### src/shared/irq_regs_pkg.sv
// Package with register map, field positions and reset values of the block.
package irq_regs_pkg;

  // Printed codes are register indices; byte address is four times the index.
  localparam logic [7:0] IDX_STATUS = 8'h24;
  localparam logic [7:0] IDX_ENABLE = 8'h25;
  localparam logic [7:0] IDX_ENABLE_WR = 8'hA5;
  localparam logic [7:0] IDX_IDENT = 8'h27;
  localparam logic [7:0] IDX_SCRATCH = 8'h28;
  localparam logic [7:0] IDX_SCRATCH_WR = 8'hA8;
  localparam logic [7:0] IDX_HWSETUP = 8'h20;
  localparam logic [7:0] IDX_CORECTL = 8'h01;

  localparam int ADDR_W = 12;

  // Event bit positions shared by status and enable.
  localparam int BIT_FRAME = 0;
  localparam int BIT_ASYNC = 1;
  localparam int BIT_XFER = 2;
  localparam int BIT_OPER = 4;
  localparam int BIT_SUSP = 5;
  localparam int BIT_CLOCK = 6;
  localparam int NUM_EVENTS = 7;

  // Bits 15..7 and bit 3 are reserved.
  localparam logic [15:0] ENABLE_MASK = 16'h0077;
  localparam logic [15:0] ENABLE_RESET = 16'h0000;
  localparam logic [15:0] SCRATCH_RESET = 16'h0000;
  localparam logic [15:0] HWSETUP_MASK = 16'h0001;
  localparam logic [15:0] CORECTL_SUSP = 16'h0001;

  // Identification value is arbitrary.
  localparam logic [15:0] IDENT_DEFAULT = 16'h5A01;

  localparam logic [1:0] RESP_OKAY = 2'b00;
  localparam logic [1:0] RESP_SLVERR = 2'b10;

  typedef struct packed {
    logic frame_start;
    logic async_transfer_list;
    logic transfer_complete_event;
    logic operational_block_event;
    logic suspended;
    logic clock_stable_event;
  } events_t;

endpackage

### src/hdl/irq_enable_regs.sv
// Interrupt enable, identification and scratch registers on AXI4-Lite.
`timescale 1ns/100ps
// Contract
// - Enable bit 6 resets to zero; when set, clock-ready events interrupt.
// - Enable bit 5 resets to zero; when set, suspended events interrupt.
// - Control write requests suspend; frame starts halt when all suspend.
// - Enable bit 4 resets to zero; operational block events then interrupt.
// - Enable bit 2 resets to zero; transfer-complete events then interrupt.
// - Enable bit 1 resets to zero; async list events then interrupt.
// - Enable bit 0 resets to zero; frame-start events then interrupt.
// - Read-only identification word at code 27H; writes ignored.
// - Identification upper byte is product, lower byte is revision.
// - Scratch word read 28H, written A8H, resets to zero.
// - Enable read at 25H, written at A5H, bits match status.
// - Interrupt needs set status, its enable, and global enable bit.
module irq_enable_regs
  import irq_regs_pkg::*;
#(
  parameter logic [15:0] IDENT_VALUE = IDENT_DEFAULT
) (
  input wire logic CORE_CLK,
  input wire logic RESET,
  input wire logic [ADDR_W-1:0] AWADDR,
  input wire logic AWVALID,
  output logic AWREADY,
  input wire logic [31:0] WDATA,
  input wire logic [3:0] WSTRB,
  input wire logic WVALID,
  output logic WREADY,
  output logic [1:0] BRESP,
  output logic BVALID,
  input wire logic BREADY,
  input wire logic [ADDR_W-1:0] ARADDR,
  input wire logic ARVALID,
  output logic ARREADY,
  output logic [31:0] RDATA,
  output logic [1:0] RRESP,
  output logic RVALID,
  input wire logic RREADY,
  input wire events_t EVENTS,
  input wire logic ALL_DOWNSTREAM_SUSPENDED,
  output logic SUSPEND_REQUEST,
  output logic FRAME_START_ENABLE,
  output logic INT
);

  logic [15:0] enable;
  logic [15:0] scratch;
  logic [15:0] status;
  logic [15:0] hwsetup;
  logic [15:0] corectl;
  logic aw_held;
  logic w_held;
  logic [ADDR_W-1:0] aw_addr;
  logic [31:0] w_data;
  logic [3:0] w_strb;

  function automatic logic [7:0] reg_index(input logic [ADDR_W-1:0] a);
    reg_index = a[9:2];
  endfunction

  function automatic logic [15:0] merge16(input logic [15:0] old,
                                          input logic [31:0] d,
                                          input logic [3:0] s);
    merge16 = {s[1] ? d[15:8] : old[15:8], s[0] ? d[7:0] : old[7:0]};
  endfunction

  // Write address and data are taken in either order.
  assign AWREADY = !aw_held && !BVALID;
  assign WREADY = !w_held && !BVALID;
  wire aw_take = AWVALID && AWREADY;
  wire w_take = WVALID && WREADY;
  wire aw_have = aw_held || aw_take;
  wire w_have = w_held || w_take;
  wire do_write = aw_have && w_have && !BVALID;
  wire [ADDR_W-1:0] wr_addr = aw_held ? aw_addr : AWADDR;
  wire [31:0] wr_data = w_held ? w_data : WDATA;
  wire [3:0] wr_strb = w_held ? w_strb : WSTRB;
  wire [7:0] wr_idx = reg_index(wr_addr);
  wire wr_enable = do_write && (wr_idx == IDX_ENABLE_WR);
  wire wr_scratch = do_write && (wr_idx == IDX_SCRATCH_WR);
  wire wr_status = do_write && (wr_idx == IDX_STATUS);
  wire wr_hwsetup = do_write && (wr_idx == IDX_HWSETUP);
  wire wr_corectl = do_write && (wr_idx == IDX_CORECTL);
  wire wr_known = wr_enable || wr_scratch || wr_status || wr_hwsetup ||
                  wr_corectl;

  always_ff @(posedge CORE_CLK or posedge RESET) begin
    if (RESET) begin
      aw_held <= 1'b0;
      w_held <= 1'b0;
      aw_addr <= '0;
      w_data <= 32'h0000_0000;
      w_strb <= 4'h0;
      BVALID <= 1'b0;
      BRESP <= RESP_OKAY;
    end else begin
      if (aw_take && !do_write) begin
        aw_held <= 1'b1;
        aw_addr <= AWADDR;
      end
      if (w_take && !do_write) begin
        w_held <= 1'b1;
        w_data <= WDATA;
        w_strb <= WSTRB;
      end
      if (do_write) begin
        aw_held <= 1'b0;
        w_held <= 1'b0;
        BVALID <= 1'b1;
        BRESP <= wr_known ? RESP_OKAY : RESP_SLVERR;
      end else if (BVALID && BREADY) begin
        BVALID <= 1'b0;
      end
    end
  end

  // Register storage; reserved enable bits never store a one.
  wire [15:0] next_enable = merge16(enable, wr_data, wr_strb) & ENABLE_MASK;
  wire [15:0] next_scratch = merge16(scratch, wr_data, wr_strb);
  wire [15:0] next_hwsetup = merge16(hwsetup, wr_data, wr_strb) & HWSETUP_MASK;
  wire [15:0] next_corectl = merge16(corectl, wr_data, wr_strb) & CORECTL_SUSP;

  always_ff @(posedge CORE_CLK or posedge RESET) begin
    if (RESET) begin
      enable <= ENABLE_RESET;
      scratch <= SCRATCH_RESET;
      hwsetup <= 16'h0000;
      corectl <= 16'h0000;
    end else begin
      if (wr_enable) begin
        enable <= next_enable;
      end
      if (wr_scratch) begin
        scratch <= next_scratch;
      end
      if (wr_hwsetup) begin
        hwsetup <= next_hwsetup;
      end
      if (wr_corectl) begin
        corectl <= next_corectl;
      end
    end
  end

  // Sticky event status; set wins over write-one-to-clear.
  wire [15:0] ev_vec = {9'h000, EVENTS.clock_stable_event, EVENTS.suspended,
                        EVENTS.operational_block_event, 1'b0,
                        EVENTS.transfer_complete_event,
                        EVENTS.async_transfer_list, EVENTS.frame_start};
  wire [15:0] clr_vec = wr_status ? (wr_data[15:0] &
                        {{8{wr_strb[1]}}, {8{wr_strb[0]}}}) : 16'h0000;

  genvar g;
  generate
    for (g = 0; g < 16; g++) begin : g_status
      always_ff @(posedge CORE_CLK or posedge RESET) begin
        if (RESET) begin
          status[g] <= 1'b0;
        end else if (ev_vec[g] && ENABLE_MASK[g]) begin
          status[g] <= 1'b1;
        end else if (clr_vec[g]) begin
          status[g] <= 1'b0;
        end
      end
    end
  endgenerate

  assign INT = |(status & enable & ENABLE_MASK) && hwsetup[0];
  assign SUSPEND_REQUEST = corectl[0];
  assign FRAME_START_ENABLE = !(corectl[0] && ALL_DOWNSTREAM_SUSPENDED);

  // Read channel: one read at a time, answer one cycle after acceptance.
  assign ARREADY = !RVALID;
  wire ar_take = ARVALID && ARREADY;
  wire [7:0] rd_idx = reg_index(ARADDR);
  wire rd_enable = rd_idx == IDX_ENABLE;
  wire rd_ident = rd_idx == IDX_IDENT;
  wire rd_scratch = rd_idx == IDX_SCRATCH;
  wire rd_status = rd_idx == IDX_STATUS;
  wire rd_hwsetup = rd_idx == IDX_HWSETUP;
  wire rd_corectl = rd_idx == IDX_CORECTL;
  wire [15:0] rd_word;
  wire rd_known;

  assign rd_word = rd_enable ? (enable & ENABLE_MASK) :
                   rd_ident ? IDENT_VALUE :
                   rd_scratch ? scratch :
                   rd_status ? status :
                   rd_hwsetup ? hwsetup :
                   rd_corectl ? corectl : 16'h0000;
  assign rd_known = rd_enable || rd_ident || rd_scratch || rd_status ||
                    rd_hwsetup || rd_corectl;

  always_ff @(posedge CORE_CLK or posedge RESET) begin
    if (RESET) begin
      RVALID <= 1'b0;
      RDATA <= 32'h0000_0000;
      RRESP <= RESP_OKAY;
    end else if (ar_take) begin
      RVALID <= 1'b1;
      RDATA <= {16'h0000, rd_word};
      RRESP <= rd_known ? RESP_OKAY : RESP_SLVERR;
    end else if (RVALID && RREADY) begin
      RVALID <= 1'b0;
    end
  end

  // Checks.
  property p_int_gate;
    @(posedge CORE_CLK) disable iff (RESET)
      INT |-> (hwsetup[0] && |(status & enable));
  endproperty
  a_int_gate: assert property (p_int_gate) else $error("bad irq gate");

  property p_int_off;
    @(posedge CORE_CLK) disable iff (RESET)
      (wr_hwsetup && wr_strb[0] && !wr_data[0]) |=> !INT;
  endproperty
  a_int_off: assert property (p_int_off) else $error("irq not off");

  property p_clock_irq;
    @(posedge CORE_CLK) disable iff (RESET)
      (EVENTS.clock_stable_event && enable[BIT_CLOCK] && hwsetup[0] &&
       !wr_enable && !wr_hwsetup) |=> INT;
  endproperty
  a_clock_irq: assert property (p_clock_irq) else $error("no clk irq");

  property p_susp_irq;
    @(posedge CORE_CLK) disable iff (RESET)
      (EVENTS.suspended && enable[BIT_SUSP] && hwsetup[0] &&
       !wr_enable && !wr_hwsetup) |=> INT;
  endproperty
  a_susp_irq: assert property (p_susp_irq) else $error("no susp irq");

  property p_oper_irq;
    @(posedge CORE_CLK) disable iff (RESET)
      (EVENTS.operational_block_event && enable[BIT_OPER] && hwsetup[0] &&
       !wr_enable && !wr_hwsetup) |=> INT;
  endproperty
  a_oper_irq: assert property (p_oper_irq) else $error("no oper irq");

  property p_xfer_irq;
    @(posedge CORE_CLK) disable iff (RESET)
      (EVENTS.transfer_complete_event && enable[BIT_XFER] && hwsetup[0] &&
       !wr_enable && !wr_hwsetup) |=> INT;
  endproperty
  a_xfer_irq: assert property (p_xfer_irq) else $error("no xfer irq");

  property p_async_irq;
    @(posedge CORE_CLK) disable iff (RESET)
      (EVENTS.async_transfer_list && enable[BIT_ASYNC] && hwsetup[0] &&
       !wr_enable && !wr_hwsetup) |=> INT;
  endproperty
  a_async_irq: assert property (p_async_irq) else $error("no list irq");

  property p_frame_irq;
    @(posedge CORE_CLK) disable iff (RESET)
      (EVENTS.frame_start && enable[BIT_FRAME] && hwsetup[0] &&
       !wr_enable && !wr_hwsetup) |=> INT;
  endproperty
  a_frame_irq: assert property (p_frame_irq) else $error("no sof irq");

  property p_ident_read;
    @(posedge CORE_CLK) disable iff (RESET)
      (ar_take && rd_ident) |=> (RVALID && RDATA == {16'h0000, IDENT_VALUE});
  endproperty
  a_ident_read: assert property (p_ident_read)
    else $error("bad id");

  property p_scratch_store;
    @(posedge CORE_CLK) disable iff (RESET)
      (wr_scratch && wr_strb[1:0] == 2'b11) |=>
        scratch == $past(wr_data[15:0]);
  endproperty
  a_scratch_store: assert property (p_scratch_store)
    else $error("scratch");

  property p_reserved_zero;
    @(posedge CORE_CLK) disable iff (RESET)
      (enable & ~ENABLE_MASK) == 16'h0000;
  endproperty
  a_reserved_zero: assert property (p_reserved_zero)
    else $error("rsvd");

  property p_enable_write;
    @(posedge CORE_CLK) disable iff (RESET)
      (wr_enable && wr_strb[0]) |=>
        enable[6:0] == ($past(wr_data[6:0]) & 7'h77);
  endproperty
  a_enable_write: assert property (p_enable_write) else $error("en wr");

  property p_suspend_sof;
    @(posedge CORE_CLK) disable iff (RESET)
      (SUSPEND_REQUEST && ALL_DOWNSTREAM_SUSPENDED) |-> !FRAME_START_ENABLE;
  endproperty
  a_suspend_sof: assert property (p_suspend_sof) else $error("sof on");

  c_write: cover property (@(posedge CORE_CLK) disable iff (RESET)
    BVALID && BREADY);
  c_read: cover property (@(posedge CORE_CLK) disable iff (RESET)
    RVALID && RREADY);
  c_int: cover property (@(posedge CORE_CLK) disable iff (RESET) $rose(INT));

endmodule

### config.mk
export PLATFORM = sky130hd
export DESIGN_NAME = irq_enable_regs
export DESIGN_NICKNAME = d
export VERILOG_FILES = /design/src/shared/irq_regs_pkg.sv /design/src/hdl/irq_enable_regs.sv
export SDC_FILE = /design/constraint.sdc
export NUM_CORES = 1
export LEC_CHECK = 0
export BUFFER_PORTS_ARGS = -buffer_cell sky130_fd_sc_hd__clkbuf_2
export CAP_MARGIN = 20
export CORE_MARGIN = 4
export CORE_UTILIZATION = 41
export CTS_CLUSTER_DIAMETER = 60
export DETAILED_ROUTE_END_ITERATION = 10
export MAX_ROUTING_LAYER = met4
export PLACE_DENSITY = 0.64
export SYNTH_ARGS = -nofsm -noshare
export SYNTH_HDL_FRONTEND = slang
export SYNTH_SLANG_ARGS = --single-unit
### constraint.sdc
create_clock -name CORE_CLK -period 3.77 [get_ports CORE_CLK]
set_clock_uncertainty 0.05 [all_clocks]
set_input_delay 0.377 -clock CORE_CLK [delete_from_list [all_inputs] [get_ports CORE_CLK]]
set_output_delay 0.377 -clock CORE_CLK [all_outputs]
set_load 0.005 [all_outputs]
* After elaboration in Yosys (flattened, before gate mapping)
Cells that the tools add are included.
** Operators by class
- Equal/unequal tests :: 11
- Mux-type cells :: 32
- Bitwise operators :: 2
- Reductions and logical operators :: 51
** Operators with widths (count)
- two-way mux 16 bit :: 4
- == test 8 x 6 -> 1 bit (second input constant) :: 7
- two-way mux 1 bit :: 22
- nonzero test 2 bit :: 10
- logical AND 1 bit :: 18
- == test 8 x 1 -> 1 bit (second input constant) :: 2
- == test 8 bit (second input constant) :: 2
- AND 7 bit :: 2
- two-way mux 7 bit :: 2
- logical OR 1 bit :: 11
- two-way mux 10 bit :: 1
- AND reduction 2 bit :: 5
- logical NOT 1 bit :: 6
- two-way mux 2 bit :: 3
- OR reduction 6 bit :: 1
** Storage, ports and cells
- Register bits after elaboration :: 82
- Bits of input ports :: 74
- Output and inout port bits :: 44
- Word-level logic and storage cells :: 117

* Depth between registers and ports, before layout
Gate-level depths: netlist of run 1.
- Depth in word-level cells :: 12
- Gate-level depth with buffers :: 7
- Depth with buffers taken out :: 5

* Least setup slack after synthesis of run 1
OpenSTA, ideal clock, no wires.
- Path kind :: flip-flop to flip-flop
- Start point :: register aw_addr[6]
- End point :: register scratch[10]
- Library setup time :: 0.125 ns
- Data arrival time :: 1.739 ns
- Required time :: 3.595 ns
- Slack :: 1.856 ns
- Stages on the path, launching flop included :: 6
- Path buffers :: 0
- Period minus slack after synthesis :: 1.914 ns
- Path through :: dfrtp_1 > or3b_4 > o22ai_4 > nand4_4 > nor2_8 > mux2_4
** On the way
- Word-level cells in the longest chain between the ends :: 4
** RTL lines
- start, declared :: RTL line irq_enable_regs.sv:54 : logic [ADDR_W-1:0] aw_addr;
- start signal, assigned :: RTL line irq_enable_regs.sv:92 : aw_addr <= '0;
- start signal, assigned :: RTL line irq_enable_regs.sv:100 : aw_addr <= AWADDR;
- two-way mux 10 bit :: RTL line irq_enable_regs.sv:76 : wire [ADDR_W-1:0] wr_addr = aw_held ? aw_addr : AWADDR;
- == test 8 bit :: RTL line irq_enable_regs.sv:81 : wire wr_scratch = do_write && (wr_idx == IDX_SCRATCH_WR);
- logical AND 1 bit :: RTL line irq_enable_regs.sv:81
- AND reduction 2 bit (no source line)
- end signal, assigned :: RTL line irq_enable_regs.sv:135 : scratch <= next_scratch;
- end, declared :: RTL line irq_enable_regs.sv:48 : logic [15:0] scratch;
Every way passes these cells.
A chain may end at the register's enable or synchronous reset.

* Worst setup path after layout of run 1
- Start point :: register aw_held
- End point :: register hwsetup[0]
** On the way
- Word-level cells in the longest chain between the ends :: 8
- Elaborated cells between the ends (all ways) :: 10
- Classes of those cells :: eq/ne (1); mux (1); reduce/logical (8)
** RTL lines
- start, declared :: RTL line irq_enable_regs.sv:52 : logic aw_held;
- start signal, assigned :: RTL line irq_enable_regs.sv:90 : aw_held <= 1'b0;
- start signal, assigned :: RTL line irq_enable_regs.sv:99 : aw_held <= 1'b1;
- start signal, assigned :: RTL line irq_enable_regs.sv:108 : aw_held <= 1'b0;
- logical NOT 1 bit :: RTL line irq_enable_regs.sv:69 : assign AWREADY = !aw_held && !BVALID;
- logical AND 1 bit :: RTL line irq_enable_regs.sv:69
- logical AND 1 bit :: RTL line irq_enable_regs.sv:71 : wire aw_take = AWVALID && AWREADY;
- logical OR 1 bit :: RTL line irq_enable_regs.sv:73 : wire aw_have = aw_held || aw_take;
- logical AND 1 bit (2 in series) :: RTL line irq_enable_regs.sv:75 : wire do_write = aw_have && w_have && !BVALID;
- logical AND 1 bit * :: RTL line irq_enable_regs.sv:83 : wire wr_hwsetup = do_write && (wr_idx == IDX_HWSETUP);
- AND reduction 2 bit (no source line) *
- end signal, assigned :: RTL line irq_enable_regs.sv:138 : hwsetup <= next_hwsetup;
- end, declared :: RTL line irq_enable_regs.sv:50 : logic [15:0] hwsetup;
Every way passes the cells marked *; elsewhere a longest branch is shown, timed or not.

==> flow_metrics.env, run 1 <==
export IMPL_drive_above_1_share_pct=42.0
export IMPL_post_route_drc_count=0
export IMPL_fp_coreArea_mm2=0.00924
export IMPL_area_growth_pct=16.9
export IMPL_clock_path_buffers=2
export IMPL_fp_dieW_um=105
export IMPL_ys_types=50
export IMPL_die_h_um=105
export IMPL_reg2reg_from="aw_held$_DFFE_PP0P_"
export IMPL_first_pass_iters=7
export IMPL_hold_path_class="in -> reg"
export IMPL_clk_pin_slew_ns=0.08
export IMPL_hold_buffers=0
export IMPL_reg2reg_setup_slack_ns=1.31
export IMPL_fin_crit_ns=2.46
export IMPL_grt_pass1_vias=2733
export IMPL_place_ws_ns=1.31
export IMPL_power_density_mw_per_mm2=548
export IMPL_netlist_top_cell_by_area="dfrtp_1"
export IMPL_synth_edf_count=0
export IMPL_power_total_w=0.00249
export IMPL_async_reset_ff_share_pct=100
export IMPL_antenna_found_initial=0
export IMPL_grt_usage_pct=16.0
export IMPL_setup_slack_ns=1.31
export IMPL_ir_drop_v=0.000270
export IMPL_io_pins=118
export IMPL_synth_flop_cell="dfrtp_1"
export IMPL_vias_per_cell=5.08
export IMPL_drtIter0Drc=132
export IMPL_synth_area_leaders="dfrtp_1 (50%), mux2_2 (17%), buf_4 (3.9%), nand2_1 (3.2%), mux2_4 (3.1%)"
export IMPL_place_area_mm2=0.00431
export IMPL_ys_ff_latch=78
export IMPL_crit_type="reg -> reg"
export IMPL_core_rowCount=35
export IMPL_cp_max_fo=21
export IMPL_cts_resized=0
export IMPL_initial_core_util_pct=42.1
export IMPL_start_kind="flip-flop"
export IMPL_wl_per_cell_um=15.5
export IMPL_worst_pin_slew_ns=0.725
export IMPL_rsz0062_at_grt="no"
export IMPL_grt_ovfl_total=0
export IMPL_fmax_mhz=406
export IMPL_required_ns=3.96
export IMPL_arrival_ns=2.66
export IMPL_io_buffers=73
export IMPL_finalHoldViolCount=0
export IMPL_cts_tree="done"
export IMPL_root_buffer="clkbuf_8"
export IMPL_grt_max_degree=79
export IMPL_wl_um=8390
export IMPL_min_to="BVALID$_DFFE_PP0P_"
export IMPL_worstRegToRegCells=5
export IMPL_min_path_cells=2
export IMPL_p_leak_nw=2.11
export IMPL_vias=2746
export IMPL_dp_hpwl_um=6070
export IMPL_final_area_mm2=0.00454
export IMPL_cp_end_kind="flip-flop"
export IMPL_gp_congestion=0.812
export IMPL_syn_area_mm2=0.00389
export IMPL_clock_sinks=78
export IMPL_r2r_end="hwsetup[0]$_DFFE_PP0P_"
export IMPL_nNetsFinal=481
export IMPL_n_antenna_cell=0
export IMPL_finalSetupViolCount=0
export IMPL_maxSlewHeadroom_pct=51.6
export IMPL_final_antenna_net_count=0
export IMPL_grt_pass1_wl_um=13800
export IMPL_syn_inst=329
export IMPL_fillers=857
export IMPL_hp_start="BREADY"
export IMPL_dieArea_mm2=0.0111
export IMPL_ys_warn_count=0
export IMPL_slew_violations=0
export IMPL_htree_levels=3
export IMPL_finalCritPeriodShare_pct=65.3
export IMPL_whs_ns=0.153
export IMPL_cts_buffers=9
export IMPL_fin_tns_setup_ns=0
export IMPL_ys_seq_area_share_pct=50.2
export IMPL_outcome="finished clean"
export IMPL_synth_top_cell_area_share_pct=50.2
export IMPL_avgSynthCellArea_um2=11.8
export IMPL_maxCapViolCount=0
export IMPL_clk_latency_ns=0.35
export IMPL_post_cts_buffers=0
==> worst max-delay path by stage <==
stage / startpoint / endpoint / slack [ns]
after floorplan: RESET / BRESP[1]$_DFFE_PP0P_ / 1.35
after global placement: aw_held$_DFFE_PP0P_ / corectl[0]$_DFFE_PP0P_ / 1.36
after detailed placement: aw_held$_DFFE_PP0P_ / hwsetup[0]$_DFFE_PP0P_ / 1.31
after CTS: aw_held$_DFFE_PP0P_ / hwsetup[0]$_DFFE_PP0P_ / 1.28
after global routing: aw_held$_DFFE_PP0P_ / hwsetup[0]$_DFFE_PP0P_ / 1.11
final: aw_held$_DFFE_PP0P_ / hwsetup[0]$_DFFE_PP0P_ / 1.31
==> per-stage QoR <==
step	instances	util [%]
6_report	541	49.2
3_3_place_gp	522	46.7
2_1_floorplan	346	-
4_1_cts	538	48.7
5_1_grt	541	49.2
3_5_place_dp	522	46.7
==> kinds of logic (layout without fill, tap and decap cells) <==
logic type      count (synthesis)  in the layout  share of synthesized area (%)
other cells                     1             18                         0.0965
simple gates                   97             97                           14.1
compound gates                 48             48                           9.24
buf+inv                        35            101                           5.41
flops                          78             78                           50.2
mux                            70             70                           21.0
==> critical path, stage by stage, from the launching register on <==
cell and delay, ns:
dfrtp_1 0.73, nor4b_1 0.43, a2bb2oi_1 0.31, nand3_1 0.14, nor3_1 0.33, mux2_2 0.37
==> where the power goes <==
part	internal, W	switching [W]
sequential	0.00104	0.000158
combinational	0.000378	0.000329
clock	0.000291	0.000297
total	0.00171	0.000784
==> metal layers <==
metal  GRT usage [%]  vias to the layer above  routed length [um]
met5               -                        -                   0
li1                -                     1309                   -
met2            24.6                       87                4040
met4            4.50                        0                  55
met1            21.1                     1342                3840
met3            3.74                        8                 455
==> registers in the layout, indices dropped and copies added, names as in the netlist <==
| register | flops |
|---|---|
| status | 6 |
| w_data | 16 |
| enable | 6 |
| aw_addr | 8 |
| w_held | 1 |
| BVALID | 1 |
| RRESP | 1 |
| aw_held | 1 |
| scratch | 16 |
| hwsetup | 1 |
| w_strb | 2 |
| RVALID | 1 |
| BRESP | 1 |
| corectl | 1 |
| RDATA | 16 |
==> cell usage in the layout, fill, tap and decap left out, types with 7 or more instances in the layout <==
cell type,instances
clkbuf_2,73
nand2b_1,7
nor3_1,7
dfrtp_1,78
nand2_1,33
nor2_1,17
conb_1,18
mux2_2,59
mux2_4,8
nand3_1,8
clkbuf_8,12
o21ai_0,7
==> layout make-up <==
type	count	area, um^2	share of cell area (%)
timing repair buffer	79	433	9.53
inverter	6	22.5	0.496
multi-input combinational	233	1790	39.4
clock inverter	3	17.5	0.385
sequential	78	1950	43.0
tap	129	161	3.55
clock buffer	13	169	3.72
==> synth_stat cells (all sizes together), types with 3 or more instances <==
| master | instances |
|---|---|
| inv | 6 |
| mux2 | 67 |
| buf | 24 |
| a222oi | 5 |
| a22oi | 5 |
| o21ai | 12 |
| clkbuf | 5 |
| nand3b | 4 |
| nor2 | 21 |
| nand2 | 33 |
| nand2b | 7 |
| mux2i | 3 |
| a21o | 6 |
| nor4b | 3 |
| dfrtp | 78 |
| nand3 | 8 |
| nor3 | 8 |
| a21oi | 6 |
| or3 | 3 |
No activity file was read; power rests on OpenSTA's default activity.
==> inputs of run 2 (changes only) <==
ABC_AREA = 1   (was default)
PLACE_DENSITY = 0.66   (was 0.64)
clock period = 2.2 ns   (was 3.77 ns; I/O delays follow)
==> run 2 against run 1 <==
Net effect:
- fmax rose by 32%
- final area is 2.9% higher
- combinational power up 96%
- largest cell class unchanged
==> flow_metrics.env, run 2 <==
export IMPL_netlist_top_cell_by_area="dfrtp_1"
export IMPL_clock_path_buffers=2
export IMPL_fin_crit_ns=1.86
export IMPL_start_kind="flip-flop"
export IMPL_dp_hpwl_um=6640
export IMPL_grt_pass1_wl_um=14400
export IMPL_maxCapViolCount=0
export IMPL_nNetsFinal=675
export IMPL_ys_seq_area_share_pct=48.9
export IMPL_r2r_end="scratch[9]$_DFFE_PP0P_"
export IMPL_fp_dieW_um=107
export IMPL_initial_core_util_pct=42.6
export IMPL_async_reset_ff_share_pct=100
export IMPL_maxSlewHeadroom_pct=58.6
export IMPL_setup_slack_ns=0.335
export IMPL_synth_flop_cell="dfrtp_1"
export IMPL_crit_end="scratch[9]$_DFFE_PP0P_"
export IMPL_wl_per_cell_um=11.9
export IMPL_n_antenna_cell=0
export IMPL_grt_max_degree=42
export IMPL_crit_type="reg -> reg"
export IMPL_cp_end_kind="flip-flop"
export IMPL_synth_edf_count=0
export IMPL_yosys_top_cells_count="nand2_1 (177), o21ai_0 (84), dfrtp_1 (78)"
export IMPL_slew_violations=0
export IMPL_dieArea_mm2=0.0114
export IMPL_crit_start="aw_held$_DFFE_PP0P_"
export IMPL_grt_ovfl_total=0
export IMPL_clk_pin_slew_ns=0.10
export IMPL_cts_tree="done"
export IMPL_io_buffers=73
export IMPL_rsz0062_at_grt="no"
export IMPL_grt_pass1_vias=3126
export IMPL_root_buffer="clkbuf_8"
export IMPL_syn_inst=519
export IMPL_p_leak_nw=2.60
export IMPL_fillers=969
export IMPL_finalHoldViolCount=0
export IMPL_clk_latency_ns=0.35
export IMPL_arrival_ns=2.08
export IMPL_worstRegToRegCells=7
export IMPL_vias_per_cell=4.56
export IMPL_reg_top3="RDATA (16), scratch (16), w_data (16)"
export IMPL_reg2reg_setup_slack_ns=0.34
export IMPL_drive_above_1_share_pct=18.6
export IMPL_ir_drop_v=0.000579
export IMPL_worst_pin_slew_ns=0.620
export IMPL_final_common_cell="nand2_1"
export IMPL_yosysMostFrequentCell="nand2_1"
export IMPL_antenna_found_initial=0
export IMPL_synth_area_leaders="dfrtp_1 (49%), nand2_1 (17%), o21ai_0 (11%), inv_1 (6.6%), buf_4 (3.6%)"
export IMPL_hold_path_class="in -> reg"
export IMPL_area_growth_pct=17.1
export IMPL_io_pins=118
export IMPL_outcome="finished clean"
export IMPL_fmax_mhz=536
export IMPL_syn_area_mm2=0.00399
export IMPL_cp_max_fo=16
export IMPL_ys_ff_latch=78
export IMPL_ys_warn_count=0
export IMPL_die_h_um=107
export IMPL_vias=3355
export IMPL_fin_tns_setup_ns=0
export IMPL_first_pass_iters=5
export IMPL_power_density_mw_per_mm2=934
export IMPL_layout_common_cells="nand2_1 (177), o21ai_0 (84), dfrtp_1 (78)"
export IMPL_required_ns=2.42
export IMPL_post_route_drc_count=0
export IMPL_synth_top_cell_area_share_pct=48.9
export IMPL_place_ws_ns=0.331
export IMPL_reg2reg_from="aw_held$_DFFE_PP0P_"
export IMPL_grt_usage_pct=16.2
export IMPL_cts_buffers=9
export IMPL_post_cts_buffers=0
export IMPL_ys_types=31
export IMPL_fp_coreArea_mm2=0.00937
export IMPL_htree_levels=3
export IMPL_core_rowCount=35
export IMPL_wl_um=8730
export IMPL_avgSynthCellArea_um2=7.69
export IMPL_clock_sinks=78
export IMPL_finalSetupViolCount=0
export IMPL_gp_congestion=0.823
export IMPL_drtIter0Drc=198
export IMPL_finalCritPeriodShare_pct=84.8
export IMPL_final_antenna_net_count=0
-- run 2: cell count changes after synthesis, sizes merged, moves of 4 or more --
cell,change
inv,+65
a22oi,-5
nand2b,-7
nor3,-4
o21ai,+75
nor2,+12
a222oi,-5
a21o,-6
nand3,+5
nand2,+146
mux2,-66
clkbuf,+4
-- run 2: timing repair --
item	CTS	global route
hold buffers	5	0
endpoints found under the hold margin	26	0
resized for setup	0	0
-- run 2: worst min-delay path by stage --
stage          startpoint                     to  cells past startpoint
2_1_floorplan      BREADY     BVALID$_DFFE_PP0P_                      1
3_3_place_gp        RESET  enable[1]$_DFFE_PP0P_                      2
3_5_place_dp        RESET  enable[4]$_DFFE_PP0P_                      2
4_1_cts         EVENTS[5]  status[0]$_DFFE_PP0P_                      2
5_1_grt         EVENTS[4]  status[1]$_DFFE_PP0P_                      2
6_report        EVENTS[5]  status[0]$_DFFE_PP0P_                      2
-- run 2: cells by family after synthesis --
| kind of cell | synth area share [%] |
|---|---|
| DFF | 48.9 |
| muxes | 0.282 |
| AOI/OAI and AO/OA | 13.6 |
| buffers and inverters | 12.2 |
| and+or+nand+nor | 24.9 |
| other | 0.0940 |
-- run 2: stage by stage --
step | std cells | utilization [%] | hold slack (ns) | power, W | instance area, um^2
after floorplan | 536 | - | 0.266 | 0.00298 | 4060
after global placement | 714 | 47.4 | 0.257 | 0.00331 | 4440
after detailed placement | 714 | 47.4 | 0.255 | 0.00337 | 4440
after CTS | 735 | 49.9 | 0.00221 | 0.00442 | 4680
after global routing | 735 | 49.9 | 0.00122 | 0.00472 | 4680
final | 735 | 49.9 | 0.0144 | 0.00437 | 4680
-- run 2: layout make-up --
type                       instances  area, um^2  area share (%)
inverter                          71         270            5.78
clock inverter                     7        62.6            1.34
tap                              129         161            3.45
clock buffer                       9         124            2.65
sequential                        78        1950            41.7
timing repair buffer              86         488            10.4
multi-input combinational        355        1620            34.6
-- run 2: routing by layer --
metal | vias up | wire, um | track usage [%] | share of wire, %
met3 | 7 | 394 | 2.95 | 4.5
met4 | 0 | 65 | 4.38 | 0.74
li1 | 1753 | - | - | -
met2 | 82 | 3950 | 24.9 | 45
met1 | 1513 | 4320 | 22.2 | 49
met5 | - | 0 | - | 0
-- run 2: worst max-delay path, cell delays in order (launching register included) --
cell	delay, ns
dfrtp_1	0.43
buf_4	0.19
o21ai_0	0.33
nand2_1	0.10
nand3b_4	0.26
nor2_8	0.25
nand2_1	0.08
o21ai_0	0.09
-- run 2: where the power goes --
part / total (W) / switching [W] / internal [W]
registers: 0.00195 / 0.000191 / 0.00176
clock network: 0.00103 / 0.000595 / 0.000436
logic: 0.00139 / 0.000899 / 0.000492
total: 0.00437 / 0.00169 / 0.00268
